[src/inc/scsg_pkg.sv]
// Constants, types and strap table for the switching clock and sync generator.
// Assumes a single 200 MHz system clock.
package scsg_pkg;
    localparam int CLK_PERIOD_PS = 5000;
    localparam int REF_KHZ = 16000;
    localparam int DIV_W = 7;
    localparam int CNT_W = 11;
    localparam int FREQ_W = 11;
    localparam int STRAP_W = 5;

    // 16 MHz reference from 200 MHz: 2 pulses per 25 cycles
    localparam logic [4:0] ACC_STEP = 5'h02;
    localparam logic [4:0] ACC_MOD = 5'h19;

    localparam logic [14:0] REF_KHZ_V = 15'h3E80;
    localparam logic [DIV_W-1:0] DIV_MIN = 7'h0B;
    localparam logic [DIV_W-1:0] DIV_MAX = 7'h50;
    localparam logic [DIV_W-1:0] DIV_N_RST = 7'h28;
    localparam logic [FREQ_W-1:0] FREQ_MIN_KHZ = 11'h0C8;
    localparam logic [FREQ_W-1:0] FREQ_MAX_KHZ = 11'h535;

    // Loss timeout must exceed the 5 us period of the slowest external clock
    localparam int TIMEOUT_NS = 6000;
    localparam int TIMEOUT_CYC = (TIMEOUT_NS * 1000 + CLK_PERIOD_PS - 1) / CLK_PERIOD_PS;
    localparam int MIN_PER_NS = 750;
    localparam int MIN_PER_CYC = (MIN_PER_NS * 1000 + CLK_PERIOD_PS - 1) / CLK_PERIOD_PS;
    localparam logic [CNT_W-1:0] TIMEOUT_CNT = CNT_W'(TIMEOUT_CYC);
    localparam logic [CNT_W-1:0] MIN_PER_CNT = CNT_W'(MIN_PER_CYC);

    localparam logic [1:0] STRAP_SETTLE = 2'h2;
    localparam logic [STRAP_W-1:0] STRAP_LOW = 5'h00;
    localparam logic [STRAP_W-1:0] STRAP_OPEN = 5'h01;
    localparam logic [STRAP_W-1:0] STRAP_HIGH = 5'h02;

    typedef enum logic [3:0] {
        ST_IDLE = 4'b0001,
        ST_DETECT = 4'b0010,
        ST_EXT = 4'b0100,
        ST_INT = 4'b1000
    } scsg_state_t;

    typedef struct packed {
        logic wr;
        logic [FREQ_W-1:0] khz;
    } scsg_freq_cmd_t;

    // Strap code to divider: LOW, OPEN, HIGH, then resistors in ascending order
    function automatic logic [DIV_W-1:0] scsg_strap_div(input logic [STRAP_W-1:0] code);
        case (code)
            5'h00: scsg_strap_div = 7'h35;
            5'h01: scsg_strap_div = 7'h28;
            5'h02: scsg_strap_div = 7'h21;
            5'h03: scsg_strap_div = 7'h50;
            5'h04: scsg_strap_div = 7'h48;
            5'h05: scsg_strap_div = 7'h42;
            5'h06: scsg_strap_div = 7'h3C;
            5'h07: scsg_strap_div = 7'h38;
            5'h08: scsg_strap_div = 7'h32;
            5'h09: scsg_strap_div = 7'h2C;
            5'h0A: scsg_strap_div = 7'h2A;
            5'h0B: scsg_strap_div = 7'h25;
            5'h0C: scsg_strap_div = 7'h23;
            5'h0D: scsg_strap_div = 7'h1E;
            5'h0E: scsg_strap_div = 7'h1C;
            5'h0F: scsg_strap_div = 7'h1A;
            5'h10: scsg_strap_div = 7'h16;
            5'h11: scsg_strap_div = 7'h14;
            5'h12: scsg_strap_div = 7'h13;
            5'h13: scsg_strap_div = 7'h12;
            5'h14: scsg_strap_div = 7'h0F;
            5'h15: scsg_strap_div = 7'h0E;
            5'h16: scsg_strap_div = 7'h0D;
            5'h17: scsg_strap_div = 7'h0C;
            default: scsg_strap_div = DIV_N_RST;
        endcase
    endfunction

    function automatic logic [DIV_W-1:0] scsg_div_clamp(input logic [DIV_W-1:0] n);
        if (n < DIV_MIN) begin
            scsg_div_clamp = DIV_MIN;
        end else if (n > DIV_MAX) begin
            scsg_div_clamp = DIV_MAX;
        end else begin
            scsg_div_clamp = n;
        end
    endfunction
endpackage

[src/hw/scsg_divider.sv]
// Integer divider of the 16 MHz reference enable into the switching clock.
// Assumes ref_en_i is a one-cycle pulse at the reference rate.
`timescale 1ns/1ps
module scsg_divider
    import scsg_pkg::*;
(
    input wire logic clk_i,
    input wire logic rst_n_i,
    input wire logic ref_en_i,
    input wire logic restart_i,
    input wire logic [DIV_W-1:0] div_n_i,
    output logic clk_o,
    output logic start_o
);
    logic [DIV_W-1:0] cnt_reg;
    logic [DIV_W-1:0] n_reg;
    wire [DIV_W-1:0] n_load = scsg_div_clamp(div_n_i);
    wire wrap = ref_en_i && (cnt_reg >= n_reg - 7'h01);

    // divide reference by bounded integer
    always_ff @(posedge clk_i) begin
        if (!rst_n_i) begin
            cnt_reg <= '0;
            n_reg <= DIV_N_RST;
        end else if (restart_i) begin
            // Resume in the low half so the handover never makes a runt pulse
            cnt_reg <= n_load >> 1;
            n_reg <= n_load;
        end else if (wrap) begin
            cnt_reg <= '0;
            n_reg <= n_load;
        end else if (ref_en_i) begin
            cnt_reg <= cnt_reg + 7'h01;
        end
    end

    assign clk_o = cnt_reg < (n_reg >> 1);
    assign start_o = wrap;
endmodule

[src/hw/scsg_sync_mon.sv]
// Edge tracker and loss timer for the synchronised sync input.
// Assumes lvl_i has already passed a two-stage synchroniser.
`timescale 1ns/1ps
module scsg_sync_mon
    import scsg_pkg::*;
(
    input wire logic clk_i,
    input wire logic rst_n_i,
    input wire logic restart_i,
    input wire logic lvl_i,
    output logic edge_o,
    output logic good_o,
    output logic stale_o
);
    logic prev_reg;
    logic seen_reg;
    logic [CNT_W-1:0] cnt_reg;

    assign edge_o = lvl_i && !prev_reg;
    // no edge within the timeout
    assign stale_o = cnt_reg >= TIMEOUT_CNT;
    // a period shorter than the fastest legal clock is not trusted
    assign good_o = edge_o && seen_reg && (cnt_reg >= MIN_PER_CNT);

    always_ff @(posedge clk_i) begin
        if (!rst_n_i) begin
            prev_reg <= 1'b0;
            seen_reg <= 1'b0;
            cnt_reg <= '0;
        end else begin
            prev_reg <= lvl_i;
            if (restart_i) begin
                seen_reg <= 1'b0;
                cnt_reg <= '0;
            end else if (edge_o) begin
                seen_reg <= 1'b1;
                cnt_reg <= '0;
            end else if (!stale_o) begin
                cnt_reg <= cnt_reg + 11'h001;
            end
        end
    end
endmodule

[src/hw/scsg_top.sv]
// Switching clock generator with strap or command divider and sync pin handling.
// Assumes straps are static after power-up and the mode input comes from local logic.
`timescale 1ns/1ps
// Function
// Switching clock is the 16 MHz reference divided by an integer up to 80.
// Frequency settable by strap or command from 200 kHz to 1333 kHz.
// At power-up the sync strap code selects a fixed frequency from the table.
// Users should avoid 500 and 1000 kHz, preferring 533 and 1067 kHz.
// Internal clocking follows a loop whose reference may be the sync pin clock.
// Sync pin is an input after reset; checked at every channel enable assertion.
// A detected external clock is followed on its rising edges.
// External clock lies within 200 kHz to 1.33 MHz and is stable at enable.
// External clock stays within 10 percent of its starting frequency.
// Any external frequency in range is tracked, not only divider values.
// On loss of external clock, fall back to internal programmed frequency.
// One group member drives its sync pin as output from its internal clock.
// With the sync pin as output, no incoming clock check at enable.
// A command frequency picks the whole divider giving the closest frequency.
// No edge within a timeout means loss; switch to internal without glitches.
module scsg_top
    import scsg_pkg::*;
(
    input wire logic CLK_I,
    input wire logic RST_N_I,
    input wire logic CHANNEL0_ENABLE_I,
    input wire logic CHANNEL1_ENABLE_I,
    input wire logic [STRAP_W-1:0] SYNC_STRAP_RESISTOR_I,
    input wire logic SYNC_OUT_MODE_I,
    input wire scsg_freq_cmd_t FREQ_CMD_I,
    input wire logic SYNC_I,
    output logic SYNC_O,
    output logic SYNC_OE_O,
    output logic SW_CLK_O,
    output logic SW_START_O,
    output logic PLL_REF_EXT_O,
    output logic [DIV_W-1:0] DIV_N_O
);
    // Pin synchronisers: bit 0 and 1 channel enables, bit 2 sync pin
    logic [2:0] pin_meta_reg;
    logic [2:0] pin_sync_reg;
    logic [STRAP_W-1:0] strap_meta_reg;
    logic [STRAP_W-1:0] strap_sync_reg;
    logic [1:0] en_prev_reg;
    logic [1:0] strap_wait_reg;
    logic strap_done_reg;
    logic [4:0] acc_reg;
    logic [4:0] acc_next;
    logic ref_en_reg;
    scsg_freq_cmd_t cmd_reg;
    logic [DIV_W-1:0] div_n_reg;
    logic [DIV_W-1:0] div_n_next;
    scsg_state_t state_reg;
    scsg_state_t state_next;
    logic sw_clk_reg;
    logic sw_start_reg;
    logic ref_ext_reg;
    logic sync_o_reg;
    logic sync_oe_reg;
    logic int_clk;
    logic int_start;
    logic mon_edge;
    logic mon_good;
    logic mon_stale;

    always_ff @(posedge CLK_I) begin
        if (!RST_N_I) begin
            pin_meta_reg <= '0;
            pin_sync_reg <= '0;
            strap_meta_reg <= '0;
            strap_sync_reg <= '0;
        end else begin
            pin_meta_reg <= {SYNC_I, CHANNEL1_ENABLE_I, CHANNEL0_ENABLE_I};
            pin_sync_reg <= pin_meta_reg;
            strap_meta_reg <= SYNC_STRAP_RESISTOR_I;
            strap_sync_reg <= strap_meta_reg;
        end
    end

    wire [1:0] en_lvl = pin_sync_reg[1:0];
    wire sync_lvl = pin_sync_reg[2];
    // either channel enable rising starts a check
    wire en_rise = |(en_lvl & ~en_prev_reg);
    wire out_mode = SYNC_OUT_MODE_I;
    wire strap_take = !strap_done_reg && (strap_wait_reg == STRAP_SETTLE);

    // strap is caught once, after its synchroniser has filled
    always_ff @(posedge CLK_I) begin
        if (!RST_N_I) begin
            en_prev_reg <= '0;
            strap_wait_reg <= '0;
            strap_done_reg <= 1'b0;
        end else begin
            en_prev_reg <= en_lvl;
            if (!strap_done_reg && !strap_take) begin
                strap_wait_reg <= strap_wait_reg + 2'h1;
            end
            if (strap_take) begin
                strap_done_reg <= 1'b1;
            end
        end
    end

    // Fractional accumulator gives an average 16 MHz rate; jitter is one system cycle
    wire [5:0] acc_sum = {1'b0, acc_reg} + {1'b0, ACC_STEP};
    wire acc_wrap = acc_sum >= {1'b0, ACC_MOD};
    assign acc_next = acc_wrap ? 5'(acc_sum - {1'b0, ACC_MOD}) : acc_sum[4:0];

    always_ff @(posedge CLK_I) begin
        if (!RST_N_I) begin
            acc_reg <= '0;
            ref_en_reg <= 1'b0;
        end else begin
            acc_reg <= acc_next;
            ref_en_reg <= acc_wrap;
        end
    end

    // command frequency is held inside the supported span
    wire [FREQ_W-1:0] f_c = (cmd_reg.khz < FREQ_MIN_KHZ) ? FREQ_MIN_KHZ :
                            (cmd_reg.khz > FREQ_MAX_KHZ) ? FREQ_MAX_KHZ : cmd_reg.khz;
    wire [14:0] n_quot = REF_KHZ_V / {4'h0, f_c};
    wire [DIV_W-1:0] n_lo = n_quot[DIV_W-1:0];
    wire [DIV_W-1:0] n_hi = n_lo + 7'h01;
    // compare distances to both neighbouring quotients without dividing again
    wire [25:0] dist_lo = 26'(REF_KHZ_V) * 26'({n_lo, 1'b1});
    wire [25:0] dist_hi = 26'(f_c) * 26'({n_lo, 1'b0}) * 26'(n_hi);
    wire [DIV_W-1:0] n_near = (dist_lo <= dist_hi) ? n_lo : n_hi;

    always_comb begin
        div_n_next = div_n_reg;
        if (strap_take) begin
            div_n_next = scsg_strap_div(strap_sync_reg);
        end else if (cmd_reg.wr) begin
            div_n_next = scsg_div_clamp(n_near);
        end
    end

    always_ff @(posedge CLK_I) begin
        if (!RST_N_I) begin
            cmd_reg <= '0;
            div_n_reg <= DIV_N_RST;
        end else begin
            cmd_reg <= FREQ_CMD_I;
            div_n_reg <= div_n_next;
        end
    end

    // any exit from the external clock resumes in the low half, so no runt pulse
    wire div_restart = (state_reg == ST_EXT) && (state_next != ST_EXT);

    scsg_divider u_div (
        .clk_i(CLK_I),
        .rst_n_i(RST_N_I),
        .ref_en_i(ref_en_reg),
        .restart_i(div_restart),
        .div_n_i(div_n_reg),
        .clk_o(int_clk),
        .start_o(int_start)
    );

    scsg_sync_mon u_mon (
        .clk_i(CLK_I),
        .rst_n_i(RST_N_I),
        .restart_i(en_rise),
        .lvl_i(sync_lvl),
        .edge_o(mon_edge),
        .good_o(mon_good),
        .stale_o(mon_stale)
    );

    always_comb begin
        state_next = state_reg;
        case (state_reg)
            ST_IDLE: begin
                // check at enable; R13: never in output mode
                if (en_rise && !out_mode) begin
                    state_next = ST_DETECT;
                end
            end
            ST_DETECT: begin
                if (out_mode) begin
                    state_next = ST_IDLE;
                end else if (en_rise) begin
                    state_next = ST_DETECT;
                end else if (mon_good) begin
                    state_next = ST_EXT;
                end else if (mon_stale) begin
                    state_next = ST_INT;
                end
            end
            ST_EXT: begin
                // loss returns to internal oscillator; R6: a new enable checks again first
                if (out_mode) begin
                    state_next = ST_INT;
                end else if (en_rise) begin
                    state_next = ST_DETECT;
                end else if (mon_stale) begin
                    state_next = ST_INT;
                end
            end
            ST_INT: begin
                if (en_rise && !out_mode) begin
                    state_next = ST_DETECT;
                end
            end
            default: begin
                state_next = ST_IDLE;
            end
        endcase
    end

    wire on_ext = state_reg == ST_EXT;
    // follow the external rising edge; R10: any period in range
    wire sw_clk_next = on_ext ? sync_lvl : int_clk;
    wire sw_start_next = on_ext ? mon_edge : int_start;
    // lead device drives its internal clock out
    wire sync_o_next = out_mode && int_clk;

    always_ff @(posedge CLK_I) begin
        if (!RST_N_I) begin
            state_reg <= ST_IDLE;
            sw_clk_reg <= 1'b0;
            sw_start_reg <= 1'b0;
            ref_ext_reg <= 1'b0;
            sync_o_reg <= 1'b0;
            sync_oe_reg <= 1'b0;
        end else begin
            state_reg <= state_next;
            sw_clk_reg <= sw_clk_next;
            sw_start_reg <= sw_start_next;
            // loop reference taken from the sync pin while locked
            ref_ext_reg <= state_next == ST_EXT;
            sync_o_reg <= sync_o_next;
            // pin stays an input unless output mode is chosen
            sync_oe_reg <= out_mode;
        end
    end

    assign SW_CLK_O = sw_clk_reg;
    assign SW_START_O = sw_start_reg;
    assign PLL_REF_EXT_O = ref_ext_reg;
    assign SYNC_O = sync_o_reg;
    assign SYNC_OE_O = sync_oe_reg;
    assign DIV_N_O = div_n_reg;
endmodule

[config.mk]
export PLATFORM = sky130hd
export DESIGN_NAME = scsg_top
export DESIGN_NICKNAME = d
export VERILOG_FILES = /design/src/inc/scsg_pkg.sv /design/src/hw/scsg_divider.sv /design/src/hw/scsg_sync_mon.sv /design/src/hw/scsg_top.sv
export SDC_FILE = /design/constraint.sdc
export NUM_CORES = 1
export LEC_CHECK = 0
export ABC_AREA = 1
export ABC_CLOCK_PERIOD_IN_PS = 46400
export BUFFER_PORTS_ARGS = -buffer_cell sky130_fd_sc_hd__buf_2
export CELL_PAD_IN_SITES_DETAIL_PLACEMENT = 0
export CELL_PAD_IN_SITES_GLOBAL_PLACEMENT = 1
export CORE_MARGIN = 2
export CORE_UTILIZATION = 52
export CTS_CLUSTER_DIAMETER = 80
export DETAILED_ROUTE_END_ITERATION = 12
export PLACE_DENSITY_LB_ADDON = 0.05
export SLEW_MARGIN = 30
export SYNTH_ARGS = -nofsm -noshare
export SYNTH_HDL_FRONTEND = slang
export SYNTH_SLANG_ARGS = --single-unit
[constraint.sdc]
create_clock -name CLK_I -period 46.4 [get_ports CLK_I]
set_clock_uncertainty 0.15 [all_clocks]
set_input_delay 4.64 -clock CLK_I [delete_from_list [all_inputs] [get_ports CLK_I]]
set_output_delay 4.64 -clock CLK_I [all_outputs]
set_load 0.01 [all_outputs]
==> impl_metrics.ini <==
[final_layout]
fillers = 2957
drive_above_1_share_pct = 5.531
area_delta_synth_final_pct = 5.431
nNetsFinal = 2650
finalInstanceArea_um2 = 16740
largest_reg_flops = 12
antennaDiodeCount = 0

[synthesis]
synthXorXnorAreaFrac_pct = 6.345
avgSynthCellArea_um2 = 7.115
synth-main-ff-cell = dfxtp_1
yosys.area_share.simple_pct = 22.57
synthAdderAreaFrac_pct = 35.99
synthDistinctLibCells = 59
synth_top_family_by_area = adder cells
synthCells = 2231
ys_seq_elements = 84
synth_mux_area_share_pct = 0
synth_area_um2 = 15870
synth_edf_count = 0
synth_seq_area_share_pct = 10.59
synth_compound_area_share_pct = 14.31
ys_warn_count = 0
synthArstFlopShare_pct = 0

[floorplanning]
core_um2 = 29870
fp.dieH_um = 178.7
die_area_um2 = 31940
rows = 63
ioPinCount = 35
initial_core_util_pct = 53.13
die_w_um = 178.7

[routing]
first_pass_iters = 5
remaining_drc_errors = 0
viasPerCell = 5.422
vias = 14370
routedWlPerCell_um = 15.88
drt_wl_total_um = 42070
ant_nets = 0
drt_iter0_markers = 904

[run_status]
status = finished, final reports clean

[setup_path]
cp-start-kind = flop
critical-path-top-cell-by-count = nand2_1
cp-end-kind = flop
crit_family = compound AO/OA/AOI/OAI gates
cp.required_ns = 46.51
slowest_stage = a21oi_1
crit_arrival_ns = 28.90
critPathMaxFanout = 24
slowest_delay_ns = 0.61
crit_buf_inv = 24
crit_type = flop to flop

[timing]
fin_ws_ns = 17.61
setup_viol = 0
relSlewSlack_pct = 44.11
drv_slew = 0
hold_viol_final = 0
min_period_over_period_pct = 62.05
fmax_mhz = 34.73
rsz0062_at_grt = false
setup_tns_ns = 0
min_period_ns = 28.79
worst_slew_pin_slew_ns = 0.8384

[placed_design]
dp_slack_ns = 18.01
place_congestion = 0.9579
hpwlAfterDp_um = 34610
io_buffers = 34
postPlaceCellArea_um2 = 16460

[clock_network]
clk_latency_ns = 0.33
cts_setup_buffers = 0
clk_path_buf_depth = 2
tritoncts = done
clock_sinks = 84
htreeDepth = 3
clk_pin_slew_ns = 0.06
cts_buffers = 9
cts_resized = 0
ctsRootBufferMaster = clkbuf_16
cts_hold_buffers = 0

[global_routing]
grt_pass1_vias = 14490
grt_remaining_overflow = 0
grt_max_degree = 60
grt_pass1_wl_um = 70570
antenna_found_initial = 0
grt_use_total_pct = 27.60

[worst_hold_path]
hp-class = flop to flop

[flow_run]
cap_violations = 0
-- cell families after synthesis --
family | count (synthesis)
flops | 84
compound gates | 395
fa+ha+maj | 372
other cells | 2
xor+xnor | 115
simple gates | 839
buf+inv | 424
-- worst min-delay path: stages, from the launching register on --
cell and delay, ns:
dfxtp_1 0.31, nand2_1 0.05, inv_1 0.04
-- worst paths after layout --
path                                      start              end  slack [ns]  depth (start not counted)
worst max-delay path                cmd_reg[10]       DIV_N_O[2]       17.61                        140
worst min-delay path            pin_meta_reg[0]  pin_sync_reg[0]        0.27                          2
worst max register to register      cmd_reg[10]       DIV_N_O[2]       17.61                        140
worst min register to register  pin_meta_reg[0]  pin_sync_reg[0]        0.27                          2
-- placed cells by master (no fill, tap or decap), types with 49 or more instances in the layout --
| cell type | instances |
|---|---|
| nand3_1 | 92 |
| o21ai_0 | 118 |
| nand2_1 | 424 |
| ha_1 | 231 |
| fa_1 | 141 |
| xnor2_1 | 49 |
| inv_1 | 374 |
| xor2_1 | 66 |
| nor2_1 | 222 |
| a21oi_1 | 165 |
| dfxtp_1 | 84 |
-- through the flow --
step           hold WS (ns)  cells  utilization (%)
6_report             0.2657   2650            56.02
5_1_grt              0.2868   2650            56.02
4_1_cts              0.2730   2650            56.02
3_5_place_dp         0.2587   2634            55.09
3_3_place_gp         0.2484   2634            55.09
2_1_floorplan        0.2405   2239                -
-- cell usage after synthesis, types with 7 or more instances --
library cell	instances	share of area [%]
nand4_1	13	0.51
a211oi_1	13	0.61
dfxtp_1	84	11
nor3_1	22	0.69
clkbuf_1	24	0.57
o21ai_0	118	3.7
a31oi_1	9	0.35
xor2_1	66	3.6
nand2_1	424	10
nand2_4	8	0.57
a21oi_1	165	5.2
ha_1	231	18
buf_1	7	0.17
o211ai_1	12	0.57
nor2_1	222	5.2
o21bai_1	10	0.47
nand2_2	19	0.75
o21a_1	9	0.43
inv_2	14	0.33
o21ai_1	11	0.35
a21o_1	7	0.33
xnor2_1	49	2.7
inv_1	374	8.8
fa_1	141	18
nand3_1	92	2.9
nand3_2	7	0.44
-- per-layer routing --
layer,vias to the layer above,GRT usage [%],share of wire [%]
met2,357,45.91,45
li1,7231,-,-
met5,-,0,0
met4,0,9.485,3.1
met1,6721,36.99,47
met3,60,3.478,5.1
-- area by class of cell --
class | count | area, um2 | area share [%]
inverters | 389 | 1460 | 8.725
clock buffers | 10 | 239.0 | 1.428
repair buffers | 40 | 215.2 | 1.286
flip-flops and latches | 84 | 1682 | 10.05
multi-input cells | 1731 | 12610 | 75.37
clock inverters | 6 | 38.79 | 0.2318
well taps | 390 | 488.0 | 2.916
Power is not shown: default switching activity piles up to over one toggle a cycle in this logic, so the estimate is an artifact.
